===== src/shared/run_ctrl_pkg.sv =====
// Constants for the core run control and panic monitor.
// Assumes a 16-bit word-addressed control port and a 32-bit data path.
package run_ctrl_pkg;
    // ------------------------------------------------------------
    // Control port widths
    // ------------------------------------------------------------
    localparam int ADDR_W = 16;
    localparam int DATA_W = 32;

    // ------------------------------------------------------------
    // Register offsets
    // ------------------------------------------------------------
    localparam logic [15:0] PAUSE_OFF = 16'hF400;
    localparam logic [15:0] LAUNCH_OFF = 16'hF402;
    localparam logic [15:0] HALT_OFF = 16'hF403;
    localparam logic [15:0] ENTRY_OFF = 16'hF404;
    localparam logic [15:0] STATUS_OFF = 16'hF405;
    localparam logic [15:0] PANIC_CLR_OFF = 16'hF421;
    localparam logic [15:0] PANIC_FLAG_OFF = 16'hF427;

    // ------------------------------------------------------------
    // Memory windows on the control port
    // ------------------------------------------------------------
    localparam logic [15:0] DM0_BASE = 16'h0000;
    localparam logic [15:0] DM1_BASE = 16'h6000;
    localparam logic [15:0] PROG_BASE = 16'hC000;
    localparam logic [15:0] PROG_LAST = 16'hDFFF;

    // ------------------------------------------------------------
    // Reset values and field positions
    // ------------------------------------------------------------
    localparam logic [15:0] ENTRY_RST = 16'h0000;
    localparam int CTRL_BIT = 0;
    localparam int ST_EXEC_BIT = 0;
    localparam int ST_PAUSE_BIT = 1;
    localparam int ST_NOP_BIT = 2;
    localparam int ST_HALT_BIT = 3;

    // ------------------------------------------------------------
    // Panic sources
    // ------------------------------------------------------------
    localparam int NUM_SRC = 5;
    localparam int SRC_WDOG = 0;
    localparam int SRC_MEM = 1;
    localparam int SRC_STACK = 2;
    localparam int SRC_SW = 3;
    localparam int SRC_OPCODE = 4;

    // Self-test scan address width and default depth
    localparam int BIST_AW = 14;
    localparam int BIST_DEPTH = 16384;

    // Core state, Gray coded along stopped-run-drain-idle
    typedef enum logic [1:0] {
        ST_STOPPED = 2'b00,
        ST_RUNNING = 2'b01,
        ST_DRAINING = 2'b11,
        ST_IDLE = 2'b10
    } core_state_e;
endpackage


===== src/shared/panic_if.sv =====
// Carrier between the run control top and the panic monitor.
// Assumes both ends share one clock.
`timescale 1ns/1ps
interface panic_if;
    import run_ctrl_pkg::*;
    logic [NUM_SRC-1:0] err_src; // Error events from the core
    logic clr; // Clear all sticky flags
    logic [NUM_SRC-1:0] flags; // Sticky panic flags
    logic [BIST_AW-1:0] bist_addr; // Self-test scan address
    logic bist_fail; // Self-test found corruption

    modport top (output err_src, output clr, input flags, input bist_addr,
        output bist_fail);
    modport monitor (input err_src, input clr, output flags,
        output bist_addr, input bist_fail);
endinterface


===== src/rtl/panic_monitor.sv =====
// Panic monitor: sticky error flags and a free-running memory self-test.
// Assumes error sources are one-cycle synchronous events.
`timescale 1ns/1ps
module panic_monitor #(
    parameter int DEPTH = run_ctrl_pkg::BIST_DEPTH
) (
    input wire logic clk,
    input wire logic rst_n,
    input wire logic ce,
    panic_if.monitor p
);
    import run_ctrl_pkg::*;

    logic [BIST_AW-1:0] scan_ff; // Current self-test address
    logic [NUM_SRC-1:0] flag_ff; // Sticky flags

    // ------------------------------------------------------------
    // Self-test scan
    // ------------------------------------------------------------
    // Walks every word forever; no host request is needed
    always_ff @(posedge clk or negedge rst_n) begin
        if (!rst_n) begin
            scan_ff <= '0;
        end else if (ce) begin
            if (scan_ff == BIST_AW'(DEPTH - 1)) begin
                scan_ff <= '0;
            end else begin
                scan_ff <= scan_ff + 1'b1;
            end
        end
    end

    // ------------------------------------------------------------
    // Sticky flags, one per source
    // ------------------------------------------------------------
    genvar i;
    generate
        for (i = 0; i < NUM_SRC; i++) begin : g_flag
            logic hit;
            // Memory source also catches self-test failures
            if (i == SRC_MEM) begin : g_mem
                assign hit = p.err_src[i] | p.bist_fail;
            end else begin : g_other
                assign hit = p.err_src[i];
            end
            // Set wins over clear so no event is lost
            always_ff @(posedge clk or negedge rst_n) begin
                if (!rst_n) begin
                    flag_ff[i] <= 1'b0;
                end else if (ce) begin
                    if (hit) begin
                        flag_ff[i] <= 1'b1;
                    end else if (p.clr) begin
                        flag_ff[i] <= 1'b0;
                    end
                end
            end
        end
    endgenerate

    assign p.flags = flag_ff;
    assign p.bist_addr = scan_ff;
endmodule // panic_monitor


===== src/rtl/core_run_ctrl.sv =====
// Core run control: pause, halt, launch, entry point and memory download.
// Assumes a synchronous control port with one-cycle read/write strobes.
`timescale 1ns/1ps
module core_run_ctrl #(
    parameter int SCAN_DEPTH = run_ctrl_pkg::BIST_DEPTH
) (
    input wire logic clk,
    input wire logic rst_n,
    input wire logic ce,
    input wire logic reg_wr,
    input wire logic reg_rd,
    input wire logic [run_ctrl_pkg::ADDR_W-1:0] reg_addr,
    input wire logic [run_ctrl_pkg::DATA_W-1:0] reg_wdata,
    output logic [run_ctrl_pkg::DATA_W-1:0] reg_rdata,
    output logic reg_rvalid,
    input wire logic frame_done,
    input wire logic [run_ctrl_pkg::NUM_SRC-1:0] core_err,
    input wire logic bist_fail,
    output logic [run_ctrl_pkg::BIST_AW-1:0] bist_addr,
    output logic prog_we,
    output logic dm0_we,
    output logic dm1_we,
    output logic [run_ctrl_pkg::ADDR_W-1:0] mem_addr,
    output logic [run_ctrl_pkg::DATA_W-1:0] mem_wdata,
    output logic core_exec,
    output logic core_nop,
    output logic core_halted,
    output logic core_launch,
    output logic [15:0] entry_point,
    output logic [run_ctrl_pkg::NUM_SRC-1:0] panic_pins
);
    import run_ctrl_pkg::*;

    // ------------------------------------------------------------
    // Declarations
    // ------------------------------------------------------------
    panic_if pif ();
    logic pause_ff; // Pause request bit
    logic launch_ff; // Launch register bit
    logic halt_ff; // Halt register bit
    logic [15:0] entry_ff; // Program entry point
    core_state_e state_ff; // Core run state
    core_state_e nxt_state; // Next core state
    logic launch_ev; // Launch edge seen this cycle
    logic wr_pause, wr_launch, wr_halt, wr_entry, wr_clr;
    logic in_prog, in_dm0, in_dm1;
    logic prog_we_ff, dm0_we_ff, dm1_we_ff;
    logic [ADDR_W-1:0] mem_addr_ff;
    logic [DATA_W-1:0] mem_wdata_ff;
    logic [DATA_W-1:0] rdata_ff;
    logic rvalid_ff, pause_rd_ff; // Read valid; pause read in flight
    logic launch_pulse_ff, nop_ff; // Launch pulse; paused-idle flag
    logic [NUM_SRC-1:0] pins_ff;

    // ------------------------------------------------------------
    // Address decode
    // ------------------------------------------------------------
    assign wr_pause = reg_wr && reg_addr == PAUSE_OFF;
    assign wr_launch = reg_wr && reg_addr == LAUNCH_OFF;
    assign wr_halt = reg_wr && reg_addr == HALT_OFF;
    assign wr_entry = reg_wr && reg_addr == ENTRY_OFF;
    assign wr_clr = reg_wr && reg_addr == PANIC_CLR_OFF
        && reg_wdata[CTRL_BIT];
    // Second data memory ends where program memory starts
    assign in_prog = reg_addr >= PROG_BASE && reg_addr <= PROG_LAST;
    assign in_dm0 = reg_addr < DM1_BASE;
    assign in_dm1 = reg_addr >= DM1_BASE && reg_addr < PROG_BASE;

    // ------------------------------------------------------------
    // Control registers
    // ------------------------------------------------------------
    // Only the low bit is stored; upper bits are dropped
    always_ff @(posedge clk or negedge rst_n) begin
        if (!rst_n) begin
            pause_ff <= 1'b0;
            launch_ff <= 1'b0;
            halt_ff <= 1'b0;
        end else if (ce) begin
            if (wr_pause) begin
                pause_ff <= reg_wdata[CTRL_BIT];
            end
            if (wr_launch) begin
                launch_ff <= reg_wdata[CTRL_BIT];
            end
            if (wr_halt) begin
                halt_ff <= reg_wdata[CTRL_BIT];
            end
        end
    end

    // Entry point keeps all 16 bits
    always_ff @(posedge clk or negedge rst_n) begin
        if (!rst_n) begin
            entry_ff <= ENTRY_RST;
        end else if (ce && wr_entry) begin
            entry_ff <= reg_wdata[15:0];
        end
    end

    // ------------------------------------------------------------
    // Core state machine
    // ------------------------------------------------------------
    // Launch needs a 0 to 1 edge while halt is released
    assign launch_ev = wr_launch && reg_wdata[CTRL_BIT] && !launch_ff
        && !halt_ff;

    always_comb begin
        nxt_state = state_ff;
        case (state_ff)
            // Waiting for a launch edge
            ST_STOPPED: begin
                if (launch_ev) begin
                    nxt_state = ST_RUNNING;
                end
            end
            // Normal processing
            ST_RUNNING: begin
                if (pause_ff) begin
                    nxt_state = ST_DRAINING;
                end
            end
            // Let the frame in flight finish
            ST_DRAINING: begin
                if (!pause_ff) begin
                    nxt_state = ST_RUNNING;
                end else if (frame_done) begin
                    nxt_state = ST_IDLE;
                end
            end
            // Only no-ops until pause is released
            ST_IDLE: begin
                if (!pause_ff) begin
                    nxt_state = ST_RUNNING;
                end
            end
            default: begin
                nxt_state = ST_STOPPED;
            end
        endcase
        // Halt overrides everything, at once
        if (halt_ff) begin
            nxt_state = ST_STOPPED;
        end
    end

    // State register
    always_ff @(posedge clk or negedge rst_n) begin
        if (!rst_n) begin
            state_ff <= ST_STOPPED;
        end else if (ce) begin
            state_ff <= nxt_state;
        end
    end

    // Core-facing outputs, registered; pins trail the flags by one cycle
    always_ff @(posedge clk or negedge rst_n) begin
        if (!rst_n) begin
            launch_pulse_ff <= 1'b0;
            nop_ff <= 1'b0;
            pins_ff <= '0;
        end else if (ce) begin
            launch_pulse_ff <= state_ff == ST_STOPPED && launch_ev
                && !halt_ff;
            nop_ff <= nxt_state == ST_IDLE;
            pins_ff <= pif.flags;
        end
    end

    // ------------------------------------------------------------
    // Memory download path
    // ------------------------------------------------------------
    // Program writes are dropped unless the core is halted, so a
    // running program can never be overwritten underneath itself
    always_ff @(posedge clk or negedge rst_n) begin
        if (!rst_n) begin
            prog_we_ff <= 1'b0;
            dm0_we_ff <= 1'b0;
            dm1_we_ff <= 1'b0;
            mem_addr_ff <= '0;
            mem_wdata_ff <= '0;
        end else if (ce) begin
            prog_we_ff <= reg_wr && in_prog && halt_ff;
            dm0_we_ff <= reg_wr && in_dm0;
            dm1_we_ff <= reg_wr && in_dm1;
            if (reg_wr) begin
                mem_addr_ff <= reg_addr;
                mem_wdata_ff <= reg_wdata;
            end
        end
    end

    // ------------------------------------------------------------
    // Register read-back
    // ------------------------------------------------------------
    // Unmapped addresses and memory windows read as zero
    always_ff @(posedge clk or negedge rst_n) begin
        if (!rst_n) begin
            rdata_ff <= '0;
            rvalid_ff <= 1'b0;
            pause_rd_ff <= 1'b0;
        end else if (ce) begin
            rvalid_ff <= reg_rd;
            pause_rd_ff <= reg_rd && reg_addr == PAUSE_OFF;
            rdata_ff <= '0;
            if (reg_rd) begin
                case (reg_addr)
                    PAUSE_OFF: rdata_ff[CTRL_BIT] <= pause_ff;
                    LAUNCH_OFF: rdata_ff[CTRL_BIT] <= launch_ff;
                    HALT_OFF: rdata_ff[CTRL_BIT] <= halt_ff;
                    ENTRY_OFF: rdata_ff[15:0] <= entry_ff;
                    STATUS_OFF: begin
                        rdata_ff[ST_EXEC_BIT] <= core_exec;
                        rdata_ff[ST_PAUSE_BIT] <= pause_ff;
                        rdata_ff[ST_NOP_BIT] <= state_ff == ST_IDLE;
                        rdata_ff[ST_HALT_BIT] <= halt_ff;
                    end
                    PANIC_FLAG_OFF: begin
                        rdata_ff[NUM_SRC-1:0] <= pif.flags;
                    end
                    default: rdata_ff <= '0;
                endcase
            end
        end
    end

    // ------------------------------------------------------------
    // Panic monitor and pins
    // ------------------------------------------------------------
    assign pif.err_src = core_err;
    assign pif.clr = ce && wr_clr;
    assign pif.bist_fail = bist_fail;

    panic_monitor #(
        .DEPTH(SCAN_DEPTH)
    ) u_panic (
        .clk(clk),
        .rst_n(rst_n),
        .ce(ce),
        .p(pif)
    );

    assign reg_rdata = rdata_ff;
    assign reg_rvalid = rvalid_ff;
    assign bist_addr = pif.bist_addr;
    assign prog_we = prog_we_ff;
    assign dm0_we = dm0_we_ff;
    assign dm1_we = dm1_we_ff;
    assign mem_addr = mem_addr_ff;
    assign mem_wdata = mem_wdata_ff;
    assign core_exec = state_ff[0]; // Set in running and draining codes
    assign core_nop = nop_ff;
    assign core_halted = halt_ff;
    assign core_launch = launch_pulse_ff;
    assign entry_point = entry_ff;
    assign panic_pins = pins_ff;
endmodule // core_run_ctrl


===== config.mk =====
export PLATFORM = sky130hd
export DESIGN_NAME = core_run_ctrl
export DESIGN_NICKNAME = d
export VERILOG_FILES = /design/src/shared/run_ctrl_pkg.sv /design/src/shared/panic_if.sv /design/src/rtl/panic_monitor.sv /design/src/rtl/core_run_ctrl.sv
export SDC_FILE = /design/constraint.sdc
export NUM_CORES = 1
export LEC_CHECK = 0
export ABC_AREA = 0
export BUFFER_PORTS_ARGS = -buffer_cell sky130_fd_sc_hd__buf_2
export CORE_ASPECT_RATIO = 0.7
export CORE_MARGIN = 1.5
export CORE_UTILIZATION = 25
export DETAILED_ROUTE_END_ITERATION = 8
export GPL_ROUTABILITY_DRIVEN = 0
export PLACE_DENSITY_LB_ADDON = 0.2
export RECOVER_POWER = 50
export SLEW_MARGIN = 0
export SYNTH_ARGS = -nofsm -noshare
export SYNTH_HDL_FRONTEND = slang
export SYNTH_SLANG_ARGS = --single-unit

===== constraint.sdc =====
create_clock -name clk -period 1.5 [get_ports clk]
set_input_delay 0.3 -clock clk [delete_from_list [all_inputs] [get_ports clk]]
set_output_delay 0.3 -clock clk [all_outputs]
set_load 0.01 [all_outputs]

Yosys cells after proc, flatten, opt, wreduce, memory -nomap -nowiden
Index checks and enable logic that the tools add are counted.
{ "op_classes": {"n_mux": 19, "n_bitwise": 1, "n_eq_ne": 12, "add_sub_neg": 1, "div": 0, "shift": 0, "n_mul": 0, "order_cmp": 5, "reduce_logical": 36} }
{ "ops": {"columns": ["cell", "n"], "rows": [
  ["$eq A16 B16 Y1 const B", 7],
  ["$logic_and A1 B1 Y1", 19],
  ["$reduce_and A2 Y1", 9],
  ["$ge A16 B15 Y1 const B", 1],
  ["$ge A16 B16 Y1 const B", 1],
  ["$le A16 B16 Y1 const B", 1],
  ["$lt A16 B15 Y1 const B", 1],
  ["$lt A16 B16 Y1 const B", 1],
  ["$mux W16", 1],
  ["$add A14 B1 Y14 const B", 1],
  ["$eq A14 B14 Y1 const B", 1],
  ["$mux W14", 1],
  ["$mux W2", 6],
  ["$mux W11", 1],
  ["$reduce_bool A2 Y1", 5],
  ["$pmux W3 S3", 1],
  ["$pmux W2 S4", 1],
  ["$eq A2 B2 Y1 const B", 3],
  ["$mux W1", 6],
  ["$pmux W1 S6", 1],
  ["$eq A2 B1 Y1 const B", 1],
  ["$logic_not A1 Y1", 2],
  ["$logic_not A2 Y1", 1],
  ["$pmux W1 S2", 1],
  ["$or A1 B1 Y1", 1]
]} }
{ "word_totals": {"latchBits": 0, "mem_count": 0, "elab_cells": 95, "output_inout_bits": 123, "ram_bits": 0, "romBits": 0, "ff_bits": 131, "inputBits": 60} }

Logic depth before layout (Yosys ltp)
Gate-level depths: netlist of run 1.
{ "depth": {"depth_word": 9, "depth_mapped": 6, "depth_no_buf": 5} }

Hierarchy
Synthesis of run 1 repeated with hierarchy kept, for this count alone.
{ "unflattened": {"hier_cells": 367, "area_unflattened_um2": 4982.3} }
{ "modules_own_cells": {"columns": ["module", "cells_per_inst", "n_inst", "area_per_inst_um2"], "rows": [
  ["core_run_ctrl", 280, 1, 4071.4],
  ["panic_monitor", 87, 1, 910.9]
]} }

Worst setup path after synthesis of run 1
Ideal clock, no wire load.
{ "synth_path": {"kind": "input -> register", "start": "input reg_addr[11] in the netlist's numbering", "end": "register entry_ff[10] (netlist: entry_point[10])", "arrival_ps": 1490, "t_required_ps": 1375, "n_path_buf": 1, "setup_slack_ps": -115, "path_stages": 5, "path_cell_list": "nand4bb_4 -> nor4_4 -> nand3_4 -> buf_6 -> mux2_4"} }
{ "synth_via": {"elab_chain_cells": 3} }
{ "synth_lines": {"columns": ["item", "line", "text"], "rows": [
  ["start: declaration", "core_run_ctrl.sv:12", "input wire logic [run_ctrl_pkg::ADDR_W-1:0] reg_addr,"],
  ["$eq A16 B16 Y1", "core_run_ctrl.sv:61", "assign wr_entry = reg_wr && reg_addr == ENTRY_OFF;"],
  ["$logic_and A1 B1 Y1", "core_run_ctrl.sv:61", null],
  ["$logic_and A1 B1 Y1", "core_run_ctrl.sv:95", "end else if (ce && wr_entry) begin"],
  ["end signal: assignment", "core_run_ctrl.sv:96", "entry_ff <= reg_wdata[15:0];"],
  ["end: declaration", "core_run_ctrl.sv:41", "logic [15:0] entry_ff;"]
]} }
No other way between the ends.
A chain may end at the register's enable or synchronous reset.

Worst setup path in the final report of run 1
{ "layout_path": {"start": "register halt_ff (netlist: core_halted)", "end": "output core_halted"} }
{ "layout_rtl": {"columns": ["item", "line", "text"], "rows": [
  ["start: declaration", "core_run_ctrl.sv:40", "logic halt_ff;"],
  ["start signal: assignment", "core_run_ctrl.sv:86", "halt_ff <= reg_wdata[CTRL_BIT];"],
  ["end: declaration", "core_run_ctrl.sv:27", "output logic core_halted,"]
]} }
No word-level cell between the ends.

==> results of run 1 <==
## registers in the layout, summed over array words and instances (netlist names), 2 cells and up
| signal | cells |
|---|---|
| entry_point | 16 |
| mem_addr | 16 |
| u_panic.p.bist_addr | 14 |
| u_panic.p.flags | 5 |
| state_ff | 2 |
| reg_rdata | 16 |
| panic_pins | 5 |
| mem_wdata | 32 |
## cell type report
cell class,instances,share of cell area
clock buffers,21,0.06452
clock inverters,10,0.02525
inverters,6,0.003156
multi-input cells,237,0.2805
flip-flops and latches,115,0.4038
well taps,270,0.04734
repair buffers,217,0.1755
## routing by layer
layer	GRT usage	share of wire	routed length (µm)
met1	0.1916	0.50	6891
met3	0.04869	0.070	950
met4	0.04605	0.0070	95
met2	0.1918	0.42	5721
met5	0	0	0
## kinds of logic (layout without fill, tap and decap cells)
| family | count (synthesis) | in the layout | share of synthesized area |
|---|---|---|---|
| adders and majority gates | 1 | 1 | 0.002484 |
| buffers and inverters | 37 | 254 | 0.04472 |
| other | 1 | 16 | 0.0007446 |
| DFF | 115 | 115 | 0.5714 |
| xor gates and xnor gates | 11 | 11 | 0.01913 |
| and+or+nand+nor | 89 | 89 | 0.1133 |
| AOI/OAI and AO/OA | 43 | 43 | 0.06907 |
| muxes | 77 | 77 | 0.1791 |
## layout by cell type, fill, tap and decap left out, types with 7 or more instances in the layout
cell type / synthesis / routed
mux2_4: 10 / 10
conb_1: 1 / 16
nor3_1: 10 / 10
dfrtp_1: 115 / 112
nand3_1: 7 / 7
buf_2: 4 / 165
nand4_1: 9 / 9
mux2_2: 65 / 65
xnor2_1: 10 / 10
nor2_1: 16 / 16
a22o_1: 16 / 16
clkbuf_1: 7 / 7
clkbuf_16: 0 / 17
nand2_1: 16 / 16
buf_4: 17 / 37
## what timing repair did
action                     in CTS  in global routing
resized for setup               0                  6
setup endpoints to repair       0                 17
hold buffers                    1                  0
hold endpoints to repair       15                  0
## report_power, final
part | internal (mW) | leakage [nW] | switching, mW
Clock | 3.02 | 0.309 | 1.42
Sequential | 3.39 | 1.43 | 0.187
Combinational | 0.598 | 1.74 | 0.621
## worst paths after layout
path,startpoint,end,cells past startpoint
max,core_halted,core_halted,1
min,reg_wdata[18],mem_wdata[18],2
max reg2reg,u_panic.p.bist_addr[0],u_panic.p.bist_addr[13],6
min reg2reg,prog_we,prog_we,1
max in group asynchronous,rst_n,entry_point[4],3
min in group asynchronous,rst_n,mem_wdata[18],2
## per-stage QoR
stage	setup slack (ps)	cell area, µm²
after floorplan	-114.7	5092
final	84.19	7137
after global placement	-341.3	6526
after detailed placement	-348.8	6526
after global routing	8.114	7137
after CTS	46.51	7177
==> flow_summary.yaml, run 1 <==
run_status:
  outcome: "finished, final reports clean"
synthesis:
  synthMostInstantiatedCell: "dfrtp_1"
  synth_area_leaders: "dfrtp_1 (57%), mux2_2 (15%), mux2_4 (3.0%), a22o_1 (2.8%), buf_4 (2.5%)"
  synth_area_per_cell_um2: 13.47
  synth_cells: 374
  async_flop_share: 1.000
  synth.distinct_cells: 55
  synth_seq_cells: 115
  synth_top_area_share: 0.5714
  synth-main-ff-cell: "dfrtp_1"
  netlist_top_cells_count: "dfrtp_1 (115), mux2_2 (65), buf_4 (17)"
  synth_top_area_cell: "dfrtp_1"
  yosysWarnings: 0
  yosysSeqAreaShare: 0.5714
  synth_edf_count: 0
  syn_area_um2: 5036
critical_path:
  reg2reg_slack_ps: 150
  critPathRequiredTime_ps: 1200
  worst-path-buf-inv: 1
  cp-end-kind: "output pin"
  cp.arrival_ps: 1120
  cp-start-kind: "register"
  slowest_delay_ps: 500
  path_class: "reg -> out"
  timing.critical_path.cells: "buf_2"
  cp_max_fo: 8
  slowest_stage: "dfrtp_1"
  crit_family: "flip-flops"
detailed_routing:
  finalWirelength_um: 13660
  dr.pass1.iters: 4
  vias: 3792
  routedWlPerCell_um: 15.59
  drc_errors: 0
  via_per_inst: 4.329
  ant_nets: 0
  first_iter_violations: 124
floorplanning:
  die_area_um2: 21020
  die_x_um: 172.6
  core_area_um2: 19800
  die_h_um: 121.7
  start_util: 0.2544
  io_pins: 183
  fp-row-count: 43
pwr:
  ir_drop_uv: 529.9
  power.density_nw_per_um2: 1293
  power.leakage_nw: 3.480
  power_mw: 9.226
timing:
  rsz0062_at_grt: "false"
  fin_crit_sh: 0.9439
  timing.slew.headroom: 0.5605
  slew_viol_final: 0
  hold_ws_ps: 114.3
  setup_viol: 0
  fin_skew_ps: 7.762
  period_needed_ps: 1416
  fmax_ghz: 0.7063
  worstMarginPinSlew_ps: 659.3
  hold_viol_final: 0
  setup_tns_ps: 0
clock_tree:
  cts_buffers: 17
  cts_tree: "done"
  htree_levels: 4
  ctsRootBufferMaster: "clkbuf_16"
  cts_sinks: 115
  clkSlewWorstSetupHoldPaths_ps: 60
  postCtsSetupBuffers: 0
  clkLatencyLatePin_ps: 410
  cts_buffer_depth: 2
global_route:
  grtUsageTotal: 0.1361
  grt_pass1_wl_um: 21740
  grt_max_degree: 54
  grt_pass1_vias: 3863
  grt.overflow.total: 0
  antenna_found_initial: 0
finish:
  area_growth_pct: 41.71
  fin_nets: 655
  drive_above_1_share: 0.5429
  fill_cells: 2015
  diodes: 0
  multi_input_area_um2: 2002
  stdcell_count: 876
  layout.area.seq_um2: 2882
  utilization: 0.3605
worst_hold_path:
  hold_path.class: "in -> reg"
placed_design:
  dp_hpwl_um: 10200
  numPortBuffers: 166
  dp_cells: 844
job:
  maxCapViolCount: 0
No activity file was read; power rests on OpenSTA's default activity.
==> run 2: changes to the inputs <==
CELL_PAD_IN_SITES_DETAIL_PLACEMENT = 1   (was unset)
CELL_PAD_IN_SITES_GLOBAL_PLACEMENT = 1   (was unset)
==> flow_summary.yaml, run 2 (synthesized netlist as in run 1, its figures left out) <==
floorplanning:
  core_area_um2: 19800
  fp-row-count: 43
  die_h_um: 121.7
  io_pins: 183
  die_x_um: 172.6
  start_util: 0.2544
  die_area_um2: 21020
critical_path:
  cp.arrival_ps: 1120
  rr_worst_depth: 6
  timing.rr.start: "u_panic.p.bist_addr[0]"
  critPathRequiredTime_ps: 1200
  path_class: "reg -> out"
  reg2reg_to: "u_panic.p.bist_addr[13]"
  cp-end-kind: "output pin"
  cp_max_fo: 5
  reg2reg_slack_ps: 110
  cp-start-kind: "register"
  crit_start: "u_panic.p.bist_addr[3]"
timing:
  hold_viol_final: 0
  timing.final.ws_setup_ps: 79.36
  hold_ws_ps: 119.1
  worstMarginPinSlew_ps: 522.4
  fin_crit_sh: 0.9471
  timing.slew.headroom: 0.6518
  slew_viol_final: 0
  setup_viol: 0
  fin_skew_ps: 7.372
  fmax_ghz: 0.7039
  period_needed_ps: 1421
  rsz0062_at_grt: "false"
finish:
  layout_commonest_cell: "buf_2"
  fin_nets: 662
  largest_reg_flops: 32
  diodes: 0
  final_cell_mix: "buf_2 (164), dfrtp_1 (113), mux2_2 (65), buf_4 (45), clkbuf_16 (17)"
  area_growth_pct: 42.46
  drive_above_1_share: 0.5505
  stdcell_count: 884
detailed_routing:
  finalWirelength_um: 14780
  first_iter_violations: 159
  drc_errors: 0
  vias: 3903
  dr.pass1.iters: 4
  routedWlPerCell_um: 16.72
  ant_nets: 0
  via_per_inst: 4.415
global_route:
  grtUsageTotal: 0.1475
  grt.overflow.total: 0
  grt_pass1_wl_um: 23830
  grt_max_degree: 53
  antenna_found_initial: 1
  grt_pass1_vias: 4265
placed_design:
  dpl_worst_slack_ps: -323.9
  dp_hpwl_um: 11170
  dp_cells: 850
  numPortBuffers: 166
clock_tree:
  ctsRootBufferMaster: "clkbuf_16"
  cts_sinks: 115
  htree_levels: 4
  cts_tree: "done"
  cts_buffer_depth: 2
  cts_buffers: 17
  clkSlewWorstSetupHoldPaths_ps: 60
  clkLatencyLatePin_ps: 410
worst_hold_path:
  hold-path-endpoint: "mem_wdata[27]"
  holdPathStages: 2
  min-delay-start: "reg_wdata[27]"
  hold_path.class: "in -> reg"
pwr:
  ir_drop_uv: 516.1
  power.leakage_nw: 3.509
  power.density_nw_per_um2: 1231
job:
  maxCapViolCount: 0
run_status:
  outcome: "finished, final reports clean"
[run 2: cell types whose count changed in the layout (fill, tap and decap cells not counted), sizes merged]
cell    change
bufinv      -3
clkinv      +2
buf         +9
[run 2: area by class of cell]
| cell class | instances | area, µm² |
|---|---|---|
| Fill cell | 2235 | 12620 |
| Sequential cell | 115 | 2880 |
| Multi-Input combinational cell | 237 | 2013 |
| Timing Repair Buffer | 224 | 1339 |
| Clock buffer | 23 | 478.0 |
| Tap cell | 270 | 337.8 |
| Clock inverter | 9 | 103.9 |
| Inverter | 6 | 22.52 |
[run 2: how the worst max path moves through the flow]
stage                            endpoint  slack (ps)  cells after the start
after floorplan           entry_point[10]        -110                      5
after global placement      reg_rdata[10]        -300                      8
after detailed placement      core_launch        -320                      7
after CTS                    bist_addr[3]          50                      2
after global routing         reg_rdata[5]        0.02                      7
final                        bist_addr[3]          80                      2
[run 2: routing by layer]
layer,share of wire,track usage,vias up
met5,0.00088,0,-
met4,0.019,0.06195,2
met3,0.057,0.04900,20
met2,0.45,0.2235,111
met1,0.47,0.1935,1979
li1,-,-,1791
[run 2: power by group]
group / leakage [nW] / total (mW) / internal [mW] / switching [mW]
sequential: 1.43 / 3.58 / 3.39 / 0.191
combinational: 1.80 / 1.25 / 0.612 / 0.640
clock: 0.283 / 4.01 / 2.57 / 1.44
total: 3.51 / 8.83 / 6.56 / 2.27
[run 2: worst max-delay path, cell delays in order (launching register included)]
cell and delay (ps):
dfrtp_1 420, buf_4 160, buf_2 130
[run 2: what timing repair did]
action | in CTS | in global routing
setup endpoints to repair | 0 | 7
gates resized for setup | 0 | 7
hold endpoints to repair | 15 | 0
setup buffers | 0 | 1
hold buffers | 1 | 0
[run 2: per-stage QoR]
step,setup TNS [ps],total power [mW],util,instance area (µm²)
global route,0,9.262,0.3624,7174
detailed placement,-11140,4.915,0.3332,6596
global placement,-9864,4.861,0.3332,6596
finish,0,8.833,0.3624,7174
floorplan,-1147,4.199,-,5092
CTS,0,9.006,0.3631,7188
==> run 3: changes to the inputs <==
clock period = 1.29 ns   (was 1.5 ns; I/O delays follow)
==> flow_summary.yaml, run 3 (synthesized netlist as in run 1, its figures left out) <==
pwr:
  clockPowerShare: 0.421
  cellInternalPower_mw: 7.686
  comb_power_share: 0.188
  power.leakage_nw: 3.794
  switching_power_mw: 2.936
  seq_power_share: 0.391
  power.density_nw_per_um2: 1370
  p_sw_frac: 0.2764
  ir_drop_uv: 741.2
  power_mw: 10.62
detailed_routing:
  routedWlPerCell_um: 17.12
  ant_nets: 0
  drc_errors: 0
  via_per_inst: 4.374
  finalWirelength_um: 15740
  vias: 4020
  dr.pass1.iters: 4
  first_iter_violations: 99
timing:
  fin_skew_ps: 6.242
  period_needed_ps: 1362
  setup_viol: 48
  timing.final.ws_setup_ps: -72.47
  hold_viol_final: 0
  timing.slew.headroom: 0.6069
  fin_crit_sh: 1.056
  worstMarginPinSlew_ps: 589.7
  slew_viol_final: 0
  rsz0062_at_grt: "true"
  fmax_ghz: 0.7340
global_route:
  antenna_found_initial: 0
  grtUsageTotal: 0.1544
  grt_max_degree: 63
  grt_pass1_wl_um: 24700
  grt_pass1_vias: 4318
  grt.overflow.total: 0
finish:
  drive_above_1_share: 0.6163
  largest_reg_flops: 32
  area_growth_pct: 53.91
  final_cell_mix: "buf_2 (143), dfrtp_1 (110), buf_4 (68), mux2_2 (63), buf_6 (36)"
  diodes: 0
  fin_nets: 697
  stdcell_count: 919
  final_area_um2: 7751
  layout_commonest_cell: "buf_2"
critical_path:
  cp-start-kind: "input port"
  cp-end-kind: "register"
  cp_max_fo: 25
  critPathRequiredTime_ps: 1580
  path_class: "in -> reg"
  cp.arrival_ps: 1650
placed_design:
  numPortBuffers: 166
  dpl-instance-area_um2: 6679
  dp_cells: 862
  dpl_worst_slack_ps: -452.2
  dp_hpwl_um: 11390
clock_tree:
  clkLatencyLatePin_ps: 410
  htree_levels: 4
  cts_buffer_depth: 2
  clkSlewWorstSetupHoldPaths_ps: 60
  cts_tree: "done"
  cts_buffers: 17
  cts_sinks: 115
  ctsRootBufferMaster: "clkbuf_16"
worst_hold_path:
  hold_path.class: "in -> reg"
floorplanning:
  start_util: 0.2544
  io_pins: 183
  die_x_um: 172.6
  die_h_um: 121.7
  die_area_um2: 21020
  core_area_um2: 19800
  fp-row-count: 43
run_status:
  failed_checks: "negative setup slack"
  outcome: "finished with violations"
job:
  maxCapViolCount: 0
run 3: power by group through the flow:
| stage | combinational [mW] | sequential, mW | clock, mW |
|---|---|---|---|
| detailed placement | 1.59 | 4.20 | 0 |
| floorplan | 0.536 | 4.36 | 0 |
| finish | 2.00 | 4.15 | 4.47 |
| global route | 2.17 | 4.20 | 4.80 |
| global placement | 1.56 | 4.17 | 0 |
| CTS | 1.83 | 4.15 | 4.62 |
run 3: final timing paths:
| check | from | cells past startpoint | slack, ps | end |
|---|---|---|---|---|
| setup / recovery | ce | 5 | -70 | mem_wdata[4] |
| hold / removal | reg_wdata[26] | 2 | 80 | mem_wdata[26] |
| setup reg to reg | u_panic.p.bist_addr[0] | 5 | -70 | u_panic.p.bist_addr[13] |
| hold reg to reg | prog_we | 1 | 470 | prog_we |
| max in group asynchronous | rst_n | 3 | 100 | u_panic.p.bist_addr[4] |
| min in group asynchronous | rst_n | 2 | 270 | mem_addr[10] |
run 3: through the flow:
stage               setup TNS, ps    util  hold slack (ps)
CTS                        -512.0  0.3789            54.05
floorplan                   -4277       -           -37.59
global route                -6746  0.3915            60.16
detailed placement         -25090  0.3373            86.05
global placement           -22920  0.3373            84.31
finish                      -2003  0.3915            79.38
run 3: critical path: stages:
cell	delay, ps
clkbuf_2	170
nand2_2	110
clkbuf_1	460
buf_12	270
mux2_2	360
run 3: final cells by class:
class / count / area [µm²]
Fill cell: 2202 / 12050
Sequential cell: 115 / 2884
Multi-Input combinational cell: 237 / 2186
Timing Repair Buffer: 259 / 1763
Clock buffer: 17 / 425.4
Tap cell: 270 / 337.8
Clock inverter: 15 / 132.6
Inverter: 6 / 22.52
run 3: repair_timing:
action / CTS / global route
cloned: 0 / 1
buffers inserted: 14 / 9
hold buffers: 1 / 0
resized for setup: 35 / 51
hold endpoints to repair: 115 / 0
setup endpoints to repair: 24 / 61
pin swaps: 4 / 20
run 3: per-layer routing:
| layer | up-vias | wire length [µm] | GRT usage |
|---|---|---|---|
| met5 | - | 0 | 0 |
| met4 | 0 | 126 | 0.04276 |
| met3 | 10 | 991 | 0.05524 |
| met2 | 116 | 7157 | 0.2336 |
| met1 | 2034 | 7460 | 0.2082 |
| li1 | 1860 | - | - |
